[src/pkg/presence_pkg.sv]
// Constants, types and register map of the train presence alarm scanner.
// Assumes a single 250 MHz clock and an AHB-Lite register bus.
package presence_pkg;

    // ------------------------------------------------------------
    // Timing
    // ------------------------------------------------------------
    localparam int unsigned CLK_MHZ = 250;
    localparam int unsigned END_GAP_S = 9;
    localparam int unsigned END_GAP_CYC = END_GAP_S * CLK_MHZ * 1000000;
    localparam int unsigned GAP_W = 32;
    localparam int unsigned VALID_AXLES = 4;
    localparam int unsigned TEST_AXLES = 2;
    localparam int unsigned REARM_AXLES = 3;

    // ------------------------------------------------------------
    // Register map (byte addresses)
    // ------------------------------------------------------------
    localparam logic [7:0] CFG0_OFF = 8'h00;
    localparam logic [7:0] CFG1_OFF = 8'h04;
    localparam logic [7:0] STAT0_OFF = 8'h08;
    localparam logic [7:0] STAT1_OFF = 8'h0C;
    localparam logic [7:0] EVENT_OFF = 8'h10;
    localparam logic [7:0] REC0_OFF = 8'h14;
    localparam logic [7:0] REC1_OFF = 8'h18;

    // Config word: [1:0] mode, [7:4] type input 0, +4 per input
    localparam int unsigned MODE_LSB = 0;
    localparam int unsigned TYPE_LSB = 4;
    localparam logic [31:0] CFG_RESET = 32'h0000_0000;

    // Event word bits, per track: base 0 or 8
    localparam int unsigned EV_ARRIVE = 0;
    localparam int unsigned EV_DEPART = 1;
    localparam int unsigned EV_ALARM = 2;
    localparam int unsigned EV_TRACK_STRIDE = 8;

    typedef enum logic [1:0] {
        MODE_OFF,
        MODE_TRANSDUCER,
        MODE_APPROACH,
        MODE_CONTINUOUS
    } mode_e;

    typedef enum logic [3:0] {
        ALM_NOT_USED,
        ALM_DRAGGING,
        ALM_HIGH_LOAD,
        ALM_WIDE_LOAD,
        ALM_SHIFTED_LOAD,
        ALM_SLIDE_FENCE,
        ALM_SLIP,
        ALM_HIGH_WATER,
        ALM_COLLISION,
        ALM_FIRE,
        ALM_POWER_OFF
    } alarm_type_e;

    typedef enum logic [1:0] {
        CLASS_NONE,
        CLASS_VALID,
        CLASS_TEST
    } class_e;

    // Buffered train record
    typedef struct packed {
        logic [1:0] cls;
        logic [3:0] alarm_seen;
        logic [3:0] stuck;
        logic [15:0] axles;
    } record_s;

    // Raw track inputs
    typedef struct packed {
        logic transducer;
        logic approach_circuit_input;
        logic alarm_input_first;
        logic alarm_input_second;
        logic alarm_input_third;
        logic alarm_input_fourth;
    } track_pins_s;

endpackage

[src/hdl/train_presence_alarm_scanner.sv]
// Two-track presence detection, axle counting and alarm scanning.
// Assumes AHB-Lite master, asynchronous pins, alarm contacts high when closed.
// Function
// - Transducer pulse starts alarm scanning
// - Scanning continues while pulses under nine seconds apart
// - Nine-second pulse gap ends the train
// - Four or more axles means valid train
// - Two or three axles means test train in transducer mode
// - One axle gives no record in transducer mode
// - Closed approach circuit starts and holds scanning
// - Approach circuit opening ends train
// - Continuous mode keeps track always active
// - Continuous mode reports alarms immediately
// - Four alarm inputs, each typed separately
// - Type selects one of ten or unused
// - Train modes accept only four load types
// - Continuous mode accepts all ten types
// - Two independent tracks, own activation each
// - Notify arrival and departure
// - Immediate alarm message during passage
// - Buffer train data, hand over afterwards
// - Open contact while scanning raises alarm
// - Dragger rearm needs reclose and three axles in transducer mode, reclose only otherwise
// - Input open before arrival is stuck, suppressed, in train modes only
//
// The register addresses and the AHB-Lite interface to the registers are this design's own decisions.
`timescale 1ns/1ps
`default_nettype none

module train_presence_alarm_scanner #(
    parameter int unsigned END_GAP = presence_pkg::END_GAP_CYC
) (
    input wire logic hclk,
    input wire logic hresetn,
    input wire logic hsel,
    input wire logic [31:0] haddr,
    input wire logic [1:0] htrans,
    input wire logic hwrite,
    input wire logic [2:0] hsize,
    input wire logic [31:0] hwdata,
    input wire logic hready,
    output logic [31:0] hrdata,
    output logic hreadyout,
    output logic hresp,
    input wire presence_pkg::track_pins_s [1:0] pins,
    output logic [1:0] scanning
);

    // ------------------------------------------------------------
    // Helpers
    // ------------------------------------------------------------
    function automatic logic type_allowed(input logic [1:0] mode, input logic [3:0] t);
        logic ok;
        ok = 1'b0;
        if (mode == presence_pkg::MODE_CONTINUOUS) begin
            ok = (t != presence_pkg::ALM_NOT_USED) && (t <= presence_pkg::ALM_POWER_OFF);
        end else if (mode != presence_pkg::MODE_OFF) begin
            ok = (t >= presence_pkg::ALM_DRAGGING) && (t <= presence_pkg::ALM_SHIFTED_LOAD);
        end
        return ok;
    endfunction

    function automatic logic [3:0] alarm_bits(input presence_pkg::track_pins_s p);
        return {p.alarm_input_fourth, p.alarm_input_third, p.alarm_input_second,
                p.alarm_input_first};
    endfunction

    // ------------------------------------------------------------
    // Input synchronisers
    // ------------------------------------------------------------
    presence_pkg::track_pins_s [1:0] sync_a;
    presence_pkg::track_pins_s [1:0] sync_b;
    presence_pkg::track_pins_s [1:0] sync_c;

    always_ff @(posedge hclk or negedge hresetn) begin
        if (!hresetn) begin
            sync_a <= '0;
            sync_b <= '0;
            sync_c <= '0;
        end else begin
            sync_a <= pins;
            sync_b <= sync_a;
            sync_c <= sync_b;
        end
    end

    // ------------------------------------------------------------
    // Bus slave
    // ------------------------------------------------------------
    logic [31:0] cfg [2];
    logic [15:0] events;
    presence_pkg::record_s rec [2];
    logic wr_pend;
    logic rd_pend;
    logic [7:0] addr_q;
    logic take;

    assign take = hsel && hready && htrans[1];
    assign hreadyout = 1'b1;
    assign hresp = 1'b0;

    always_ff @(posedge hclk or negedge hresetn) begin
        if (!hresetn) begin
            wr_pend <= 1'b0;
            rd_pend <= 1'b0;
            addr_q <= 8'h00;
        end else begin
            wr_pend <= take && hwrite;
            rd_pend <= take && !hwrite;
            addr_q <= haddr[7:0];
        end
    end

    always_ff @(posedge hclk or negedge hresetn) begin
        if (!hresetn) begin
            cfg[0] <= presence_pkg::CFG_RESET;
            cfg[1] <= presence_pkg::CFG_RESET;
        end else if (wr_pend) begin
            if (addr_q == presence_pkg::CFG0_OFF) begin
                cfg[0] <= hwdata;
            end
            if (addr_q == presence_pkg::CFG1_OFF) begin
                cfg[1] <= hwdata;
            end
        end
    end

    // ------------------------------------------------------------
    // Per-track scanning
    // ------------------------------------------------------------
    logic [1:0] active;
    logic [1:0] arrive;
    logic [1:0] depart;
    logic [1:0] alarm_ev;
    logic [15:0] axles [2];
    logic [presence_pkg::GAP_W-1:0] gap [2];
    logic [3:0] stuck [2];
    logic [3:0] seen [2];
    logic [3:0] armed [2];
    logic [15:0] rearm_axle [2];
    logic [1:0] mode [2];
    logic [3:0] alm_open [2];
    logic [1:0] pulse;

    assign scanning = active;

    always_comb begin
        for (int t = 0; t < 2; t++) begin
            mode[t] = cfg[t][presence_pkg::MODE_LSB +: 2];
            alm_open[t] = ~alarm_bits(sync_c[t]);
            pulse[t] = sync_b[t].transducer && !sync_c[t].transducer;
        end
    end

    always_comb begin
        for (int t = 0; t < 2; t++) begin
            arrive[t] = 1'b0;
            depart[t] = 1'b0;
            unique case (mode[t])
                presence_pkg::MODE_TRANSDUCER: begin
                    arrive[t] = !active[t] && pulse[t];
                    depart[t] = active[t] && !pulse[t] && (gap[t] >= END_GAP);
                end
                presence_pkg::MODE_APPROACH: begin
                    arrive[t] = !active[t] && sync_c[t].approach_circuit_input;
                    depart[t] = active[t] && !sync_c[t].approach_circuit_input;
                end
                presence_pkg::MODE_CONTINUOUS: begin
                    arrive[t] = !active[t];
                end
                presence_pkg::MODE_OFF: begin
                    depart[t] = active[t];
                end
            endcase
        end
    end

    always_ff @(posedge hclk or negedge hresetn) begin
        if (!hresetn) begin
            active <= 2'b00;
            alarm_ev <= 2'b00;
            for (int t = 0; t < 2; t++) begin
                axles[t] <= 16'h0000;
                gap[t] <= '0;
                stuck[t] <= 4'h0;
                seen[t] <= 4'h0;
                armed[t] <= 4'h0;
                rearm_axle[t] <= 16'h0000;
            end
        end else begin
            for (int t = 0; t < 2; t++) begin
                alarm_ev[t] <= 1'b0;
                if (arrive[t]) begin
                    active[t] <= 1'b1;
                    axles[t] <= {15'h0000, pulse[t]};
                    gap[t] <= '0;
                    seen[t] <= 4'h0;
                    stuck[t] <= (mode[t] == presence_pkg::MODE_CONTINUOUS) ? 4'h0 : alm_open[t];
                    armed[t] <= (mode[t] == presence_pkg::MODE_CONTINUOUS) ? 4'hF : ~alm_open[t];
                end else if (depart[t]) begin
                    active[t] <= 1'b0;
                end else if (active[t]) begin
                    gap[t] <= pulse[t] ? '0 : gap[t] + 1'b1;
                    if (pulse[t]) begin
                        axles[t] <= axles[t] + 16'h0001;
                    end
                    for (int i = 0; i < 4; i++) begin
                        if (alm_open[t][i] && armed[t][i] && !stuck[t][i] &&
                            type_allowed(mode[t], cfg[t][presence_pkg::TYPE_LSB + 4*i +: 4])) begin
                            alarm_ev[t] <= 1'b1;
                            seen[t][i] <= 1'b1;
                            armed[t][i] <= 1'b0;
                            rearm_axle[t] <= axles[t];
                        end else if (!alm_open[t][i] && !armed[t][i] && !stuck[t][i]) begin
                            if (cfg[t][presence_pkg::TYPE_LSB + 4*i +: 4] == presence_pkg::ALM_DRAGGING
                                && mode[t] == presence_pkg::MODE_TRANSDUCER) begin
                                armed[t][i] <= (axles[t] - rearm_axle[t]) >=
                                    16'(presence_pkg::REARM_AXLES);
                            end else begin
                                armed[t][i] <= 1'b1;
                            end
                        end
                    end
                end
            end
        end
    end

    // ------------------------------------------------------------
    // Records and events
    // ------------------------------------------------------------
    always_ff @(posedge hclk or negedge hresetn) begin
        if (!hresetn) begin
            rec[0] <= '0;
            rec[1] <= '0;
        end else begin
            for (int t = 0; t < 2; t++) begin
                if (depart[t] && mode[t] != presence_pkg::MODE_CONTINUOUS &&
                    (axles[t] >= 16'(presence_pkg::TEST_AXLES) ||
                     mode[t] == presence_pkg::MODE_APPROACH)) begin
                    // Single axle in transducer mode is noise: the last record stays as it was
                    if (axles[t] >= 16'(presence_pkg::VALID_AXLES) ||
                        mode[t] == presence_pkg::MODE_APPROACH) begin
                        rec[t].cls <= presence_pkg::CLASS_VALID;
                    end else begin
                        rec[t].cls <= presence_pkg::CLASS_TEST;
                    end
                    rec[t].axles <= axles[t];
                    rec[t].alarm_seen <= seen[t];
                    rec[t].stuck <= stuck[t];
                end
            end
        end
    end

    // Sticky event bits: set wins over write-one-to-clear
    logic [15:0] ev_set;
    always_comb begin
        ev_set = 16'h0000;
        for (int t = 0; t < 2; t++) begin
            ev_set[t*presence_pkg::EV_TRACK_STRIDE + presence_pkg::EV_ARRIVE] = arrive[t];
            ev_set[t*presence_pkg::EV_TRACK_STRIDE + presence_pkg::EV_DEPART] = depart[t];
            ev_set[t*presence_pkg::EV_TRACK_STRIDE + presence_pkg::EV_ALARM] = alarm_ev[t];
        end
    end

    always_ff @(posedge hclk or negedge hresetn) begin
        if (!hresetn) begin
            events <= 16'h0000;
        end else if (wr_pend && addr_q == presence_pkg::EVENT_OFF) begin
            events <= (events & ~hwdata[15:0]) | ev_set;
        end else begin
            events <= events | ev_set;
        end
    end

    always_ff @(posedge hclk or negedge hresetn) begin
        if (!hresetn) begin
            hrdata <= 32'h0000_0000;
        end else if (take && !hwrite) begin
            unique case (haddr[7:0])
                presence_pkg::CFG0_OFF: hrdata <= cfg[0];
                presence_pkg::CFG1_OFF: hrdata <= cfg[1];
                presence_pkg::STAT0_OFF: hrdata <= {seen[0], stuck[0], 7'h00, active[0], axles[0]};
                presence_pkg::STAT1_OFF: hrdata <= {seen[1], stuck[1], 7'h00, active[1], axles[1]};
                presence_pkg::EVENT_OFF: hrdata <= {16'h0000, events};
                presence_pkg::REC0_OFF: hrdata <= {6'h00, rec[0]};
                presence_pkg::REC1_OFF: hrdata <= {6'h00, rec[1]};
                default: hrdata <= 32'h0000_0000;
            endcase
        end
    end

    // ------------------------------------------------------------
    // Assertions
    // ------------------------------------------------------------
    property p_arrive_transducer;
        @(posedge hclk) disable iff (!hresetn)
        (mode[0] == presence_pkg::MODE_TRANSDUCER && arrive[0]) |=> active[0];
    endproperty
    a_arrive_transducer: assert property (p_arrive_transducer) else $error("no scan start");

    property p_gap_end;
        @(posedge hclk) disable iff (!hresetn)
        (mode[0] == presence_pkg::MODE_TRANSDUCER && active[0] && !pulse[0] && gap[0] >= END_GAP)
        |=> !active[0];
    endproperty
    a_gap_end: assert property (p_gap_end) else $error("train did not end");

    property p_pulse_keeps;
        @(posedge hclk) disable iff (!hresetn)
        (mode[0] == presence_pkg::MODE_TRANSDUCER && active[0] && pulse[0]) |=> active[0];
    endproperty
    a_pulse_keeps: assert property (p_pulse_keeps) else $error("scan dropped on pulse");

    property p_valid;
        @(posedge hclk) disable iff (!hresetn)
        (depart[0] && mode[0] == presence_pkg::MODE_TRANSDUCER && axles[0] >= 16'h0004)
        |=> rec[0].cls == presence_pkg::CLASS_VALID;
    endproperty
    a_valid: assert property (p_valid) else $error("valid class wrong");

    property p_test;
        @(posedge hclk) disable iff (!hresetn)
        (depart[0] && mode[0] == presence_pkg::MODE_TRANSDUCER && axles[0] inside {2, 3})
        |=> rec[0].cls == presence_pkg::CLASS_TEST;
    endproperty
    a_test: assert property (p_test) else $error("test class wrong");

    property p_approach_end;
        @(posedge hclk) disable iff (!hresetn)
        (mode[1] == presence_pkg::MODE_APPROACH && active[1] && !sync_c[1].approach_circuit_input)
        |=> !active[1] && events[presence_pkg::EV_TRACK_STRIDE + presence_pkg::EV_DEPART];
    endproperty
    a_approach_end: assert property (p_approach_end) else $error("approach end missed");

    property p_continuous;
        @(posedge hclk) disable iff (!hresetn)
        (mode[1] == presence_pkg::MODE_CONTINUOUS) ##1 (mode[1] == presence_pkg::MODE_CONTINUOUS)
        |-> active[1];
    endproperty
    a_continuous: assert property (p_continuous) else $error("continuous track idle");

    // Only stuck inputs open: nothing may be reported
    property p_stuck_silent;
        @(posedge hclk) disable iff (!hresetn)
        (active[0] && stuck[0] != 4'h0 && (alm_open[0] & ~stuck[0]) == 4'h0) |=> !alarm_ev[0];
    endproperty
    a_stuck_silent: assert property (p_stuck_silent) else $error("stuck input alarmed");

    property p_discard;
        @(posedge hclk) disable iff (!hresetn)
        (depart[0] && mode[0] == presence_pkg::MODE_TRANSDUCER && axles[0] == 16'h0001)
        |=> $stable(rec[0]);
    endproperty
    a_discard: assert property (p_discard) else $error("single axle recorded");

    property p_scan_only_active;
        @(posedge hclk) disable iff (!hresetn)
        !active[0] |=> !alarm_ev[0];
    endproperty
    a_scan_only_active: assert property (p_scan_only_active) else $error("alarm while idle");

    property p_approach_start;
        @(posedge hclk) disable iff (!hresetn)
        (mode[1] == presence_pkg::MODE_APPROACH && !active[1] && sync_c[1].approach_circuit_input)
        |=> active[1];
    endproperty
    a_approach_start: assert property (p_approach_start) else $error("approach start missed");

    c_valid_train: cover property (@(posedge hclk) depart[0] && axles[0] >= 16'h0004);
    c_test_train: cover property (@(posedge hclk) depart[0] && axles[0] == 16'h0002);
    c_alarm: cover property (@(posedge hclk) alarm_ev[0]);
    c_approach: cover property (@(posedge hclk) arrive[1] && mode[1] == presence_pkg::MODE_APPROACH);
    c_cont_alarm: cover property (@(posedge hclk) alarm_ev[1] && active[1]);

endmodule

`default_nettype wire

[config.mk]
export PLATFORM = sky130hd
export DESIGN_NAME = train_presence_alarm_scanner
export DESIGN_NICKNAME = d
export VERILOG_FILES = /design/src/pkg/presence_pkg.sv /design/src/hdl/train_presence_alarm_scanner.sv
export SDC_FILE = /design/constraint.sdc
export NUM_CORES = 1
export LEC_CHECK = 0
export BUFFER_PORTS_ARGS = -buffer_cell sky130_fd_sc_hd__buf_4
export CAP_MARGIN = 10
export CORE_MARGIN = 2
export CORE_UTILIZATION = 60
export DETAILED_ROUTE_END_ITERATION = 8
export PLACE_DENSITY = 0.89
export SLEW_MARGIN = 20
export SYNTH_ARGS = -nofsm -noshare
export SYNTH_HDL_FRONTEND = slang
export SYNTH_SLANG_ARGS = --single-unit
[constraint.sdc]
create_clock -name hclk -period 6.45 [get_ports hclk]
set_clock_uncertainty 0.05 [all_clocks]
set_input_delay 0.645 -clock hclk [delete_from_list [all_inputs] [get_ports hclk]]
set_output_delay 0.645 -clock hclk [all_outputs]
set_load 0.05 [all_outputs]
==> metrics.cfg <==
[layout]
drive_above_1_share_pct = 17.1
syn2layout_area_growth_pct = 12.2
n_antenna_cell = 0
nets = 2031
final_util_pct = 68.3

[pwr]
pwr-share-seq_pct = 41.8
pwr-share-comb_pct = 24.8
power.density_mw_per_mm2 = 315
p_leak_nw = 9.34
pwr-share-clk_pct = 33.4
switching_power_mw = 2.13
switching_share_pct = 32.5
p_int_mw = 4.43
vdd_drop_max_uv = 266

[timing]
tightest_slew_ns = 1.08
setup_tns_ns = 0
post-route-period-util_pct = 59.8
post-route-min-period_ns = 3.86
slew_violations = 0
rsz0062_at_grt = no
hold_ws_ns = -0.00487
fmax_mhz = 259
setup_violations = 0
relSlewSlack_pct = 27.7
hold_viol = 4

[yosys]
ys_ff_latch = 365
yosysUniqueCellTypes = 77
async_flop_share_pct = 100
yosysWarnings = 0
synth_edf_count = 0
syn-cell-area_mm2 = 0.0186
synthCells = 1841
yosysSeqAreaShare_pct = 49.2
synth.avg_cell_area_um2 = 10.1
ys.flop_type = dfrtp_1
synthesis.nets = 1975

[die]
rows = 64
start_util_pct = 60.9
design.core.area_mm2 = 0.0305
io_pins = 122
dieHeight_um = 180
die_area_mm2 = 0.0324
die_w_um = 180

[worst_setup_path]
cp_max_fo = 10
worst_ep_required_time_ns = 6.80
worstRegToRegCells = 11
setup.worst_path.end_class = register
critPathLaunchType = register
cp.arrival_ns = 4.21
critPathKind = register to register

[outcome]
run_status = complete, but fails checks
violations = negative hold slack

[flow_run]
cap_violations = 0

[route]
drt.antenna.violating_nets = 0
wl_per_cell_um = 21.9
first_pass_iters = 8
num_vias = 15502
vias_per_cell = 6.68
drt_wl_total_um = 50700
drt-initial-drc-count = 1575
route.detailed.drc = 0

[global_routing]
antenna_found_initial = 0
grt_usage_pct = 31.0
grt_first_pass_wirelength_um = 81600
grt_max_degree = 141
grt_pass1_vias = 15673
overflow = 0

[clock_tree]
cts_resized = 0
ctsHoldBuffers = 0
path_clk_slew_ns = 0.06
postCtsSetupBuffers = 0
cts_htree_levels = 2
cts_sinks = 365
clock-root-buffer = clkbuf_16
clkLatencyLatePin_ns = 0.55
cts_made_buffers = 38
cts_tree = built
cts_buffer_depth = 3

[place]
place_hpwl_um = 33700
io_buffers = 91
place_congestion = 0.896

[worst_hold_path]
hp-class = input pin to asynchronous set/reset pin

==> sequential cells by signal (all words and copies together) (netlist names), 8 cells and up <==
register,count
sync_a,12
gap,64
cfg,64
armed,8
addr_q,8
hrdata,32
stuck,8
seen,8
sync_c,12
sync_b,12
rec,52
events,16
rearm_axle,32
axles,32
==> routing by layer <==
| layer | track usage, % | wire (um) |
|---|---|---|
| met3 | 5.53 | 3930 |
| met4 | 16.7 | 2820 |
| met5 | 0 | 0 |
| met1 | 39.0 | 19400 |
| met2 | 51.2 | 24600 |
==> kinds of logic (layout without fill, tap and decap cells) <==
logic type	count (synthesis)	after routing	synth area share [%]
AND/OR/NAND/NOR	573	573	15.0
AO/OA/AOI/OAI	433	433	15.4
flip-flops	365	365	49.2
buffers and inverters	180	262	3.74
multiplexers	165	165	9.78
XOR/XNOR	75	75	3.58
adder cells (fa/ha/maj)	48	48	3.31
other	2	2	0.0404
==> power by group through the flow <==
stage	Clock, mW	Sequential (mW)	Combinational (mW)
2_1_floorplan	0	2.64	1.23
3_3_place_gp	0	2.74	1.51
3_5_place_dp	0	2.76	1.58
4_1_cts	2.20	2.72	1.60
5_1_grt	2.30	2.75	1.78
6_report	2.19	2.74	1.63
==> area by class of cell <==
class	count	area [um^2]
Clock buffer	49	1060
Sequential cell	365	9130
Inverter	84	315
Timing Repair Buffer	112	881
Clock inverter	17	178
Multi-Input combinational cell	1296	8780
Fill cell	2098	9660
Tap cell	396	495
==> worst max-delay path: stages, from the launching register on <==
cell and delay [ns]:
dfrtp_1 0.61, inv_1 0.17, ha_1 0.27, fa_1 0.43
nand2b_1 0.19, a21oi_1 0.16, xor2_1 0.09, a2111oi_0 0.48
nand4_1 0.17, a2111oi_2 0.61, nand4_1 0.24, o21a_1 0.23
==> synth_stat cells, drive strengths merged (21+ instances only) <==
master / instances / area [um^2]
clkbuf: 71 / 268
a22oi: 21 / 158
nand2: 158 / 593
ha: 46 / 576
inv: 84 / 315
nand3: 46 / 230
mux2: 132 / 1490
nor2: 147 / 552
xor2: 21 / 191
nor4: 28 / 175
nor3: 54 / 275
xnor2: 54 / 473
a21oi: 81 / 405
dfrtp: 365 / 9130
or3: 24 / 150
mux2i: 33 / 330
o21ai: 134 / 678
buf: 25 / 113
nand4: 24 / 156
==> cells in the final DEF, fill, tap and decap left out, drive strengths merged, types with 24 or more instances in the layout <==
cell type and n:
nand4 24, buf 112, clkbuf 49, nor4 28, mux2 132, nor2 147, mux2i 33, nor3 54
inv 85, xnor2 54, ha 46, nand2 158, a21oi 81, o21ai 134, nand3 46, or3 24
dfrtp 365
==> stage by stage <==
| stage | power (mW) | setup WS [ns] | hold slack (ns) | instances | area (um^2) |
|---|---|---|---|---|---|
| finish | 6.56 | 2.59 | -0.00487 | 2319 | 20800 |
| global placement | 4.25 | 2.82 | 0.283 | 2252 | 19600 |
| detailed placement | 4.34 | 2.76 | 0.285 | 2252 | 19600 |
| CTS | 6.53 | 2.69 | 0.146 | 2318 | 20800 |
| global route | 6.84 | 2.44 | 0.0311 | 2319 | 20800 |
| floorplan | 3.87 | 3.20 | 0.281 | 1841 | 18600 |
==> final timing paths <==
path	startpoint	endpoint	slack, ns
worst max-delay path	axles[0]	armed[1]	2.59
worst min-delay path	hresetn	events[9]	-0.005
worst max register to register	axles[0]	armed[1]	2.59
worst min register to register	sync_b[7]	sync_c[7]	0.29
max in group asynchronous	hresetn	addr_q[1]	5.17
min in group hclk	pins[9]	sync_a[9]	0.15
No activity file was read; power rests on OpenSTA's default activity.
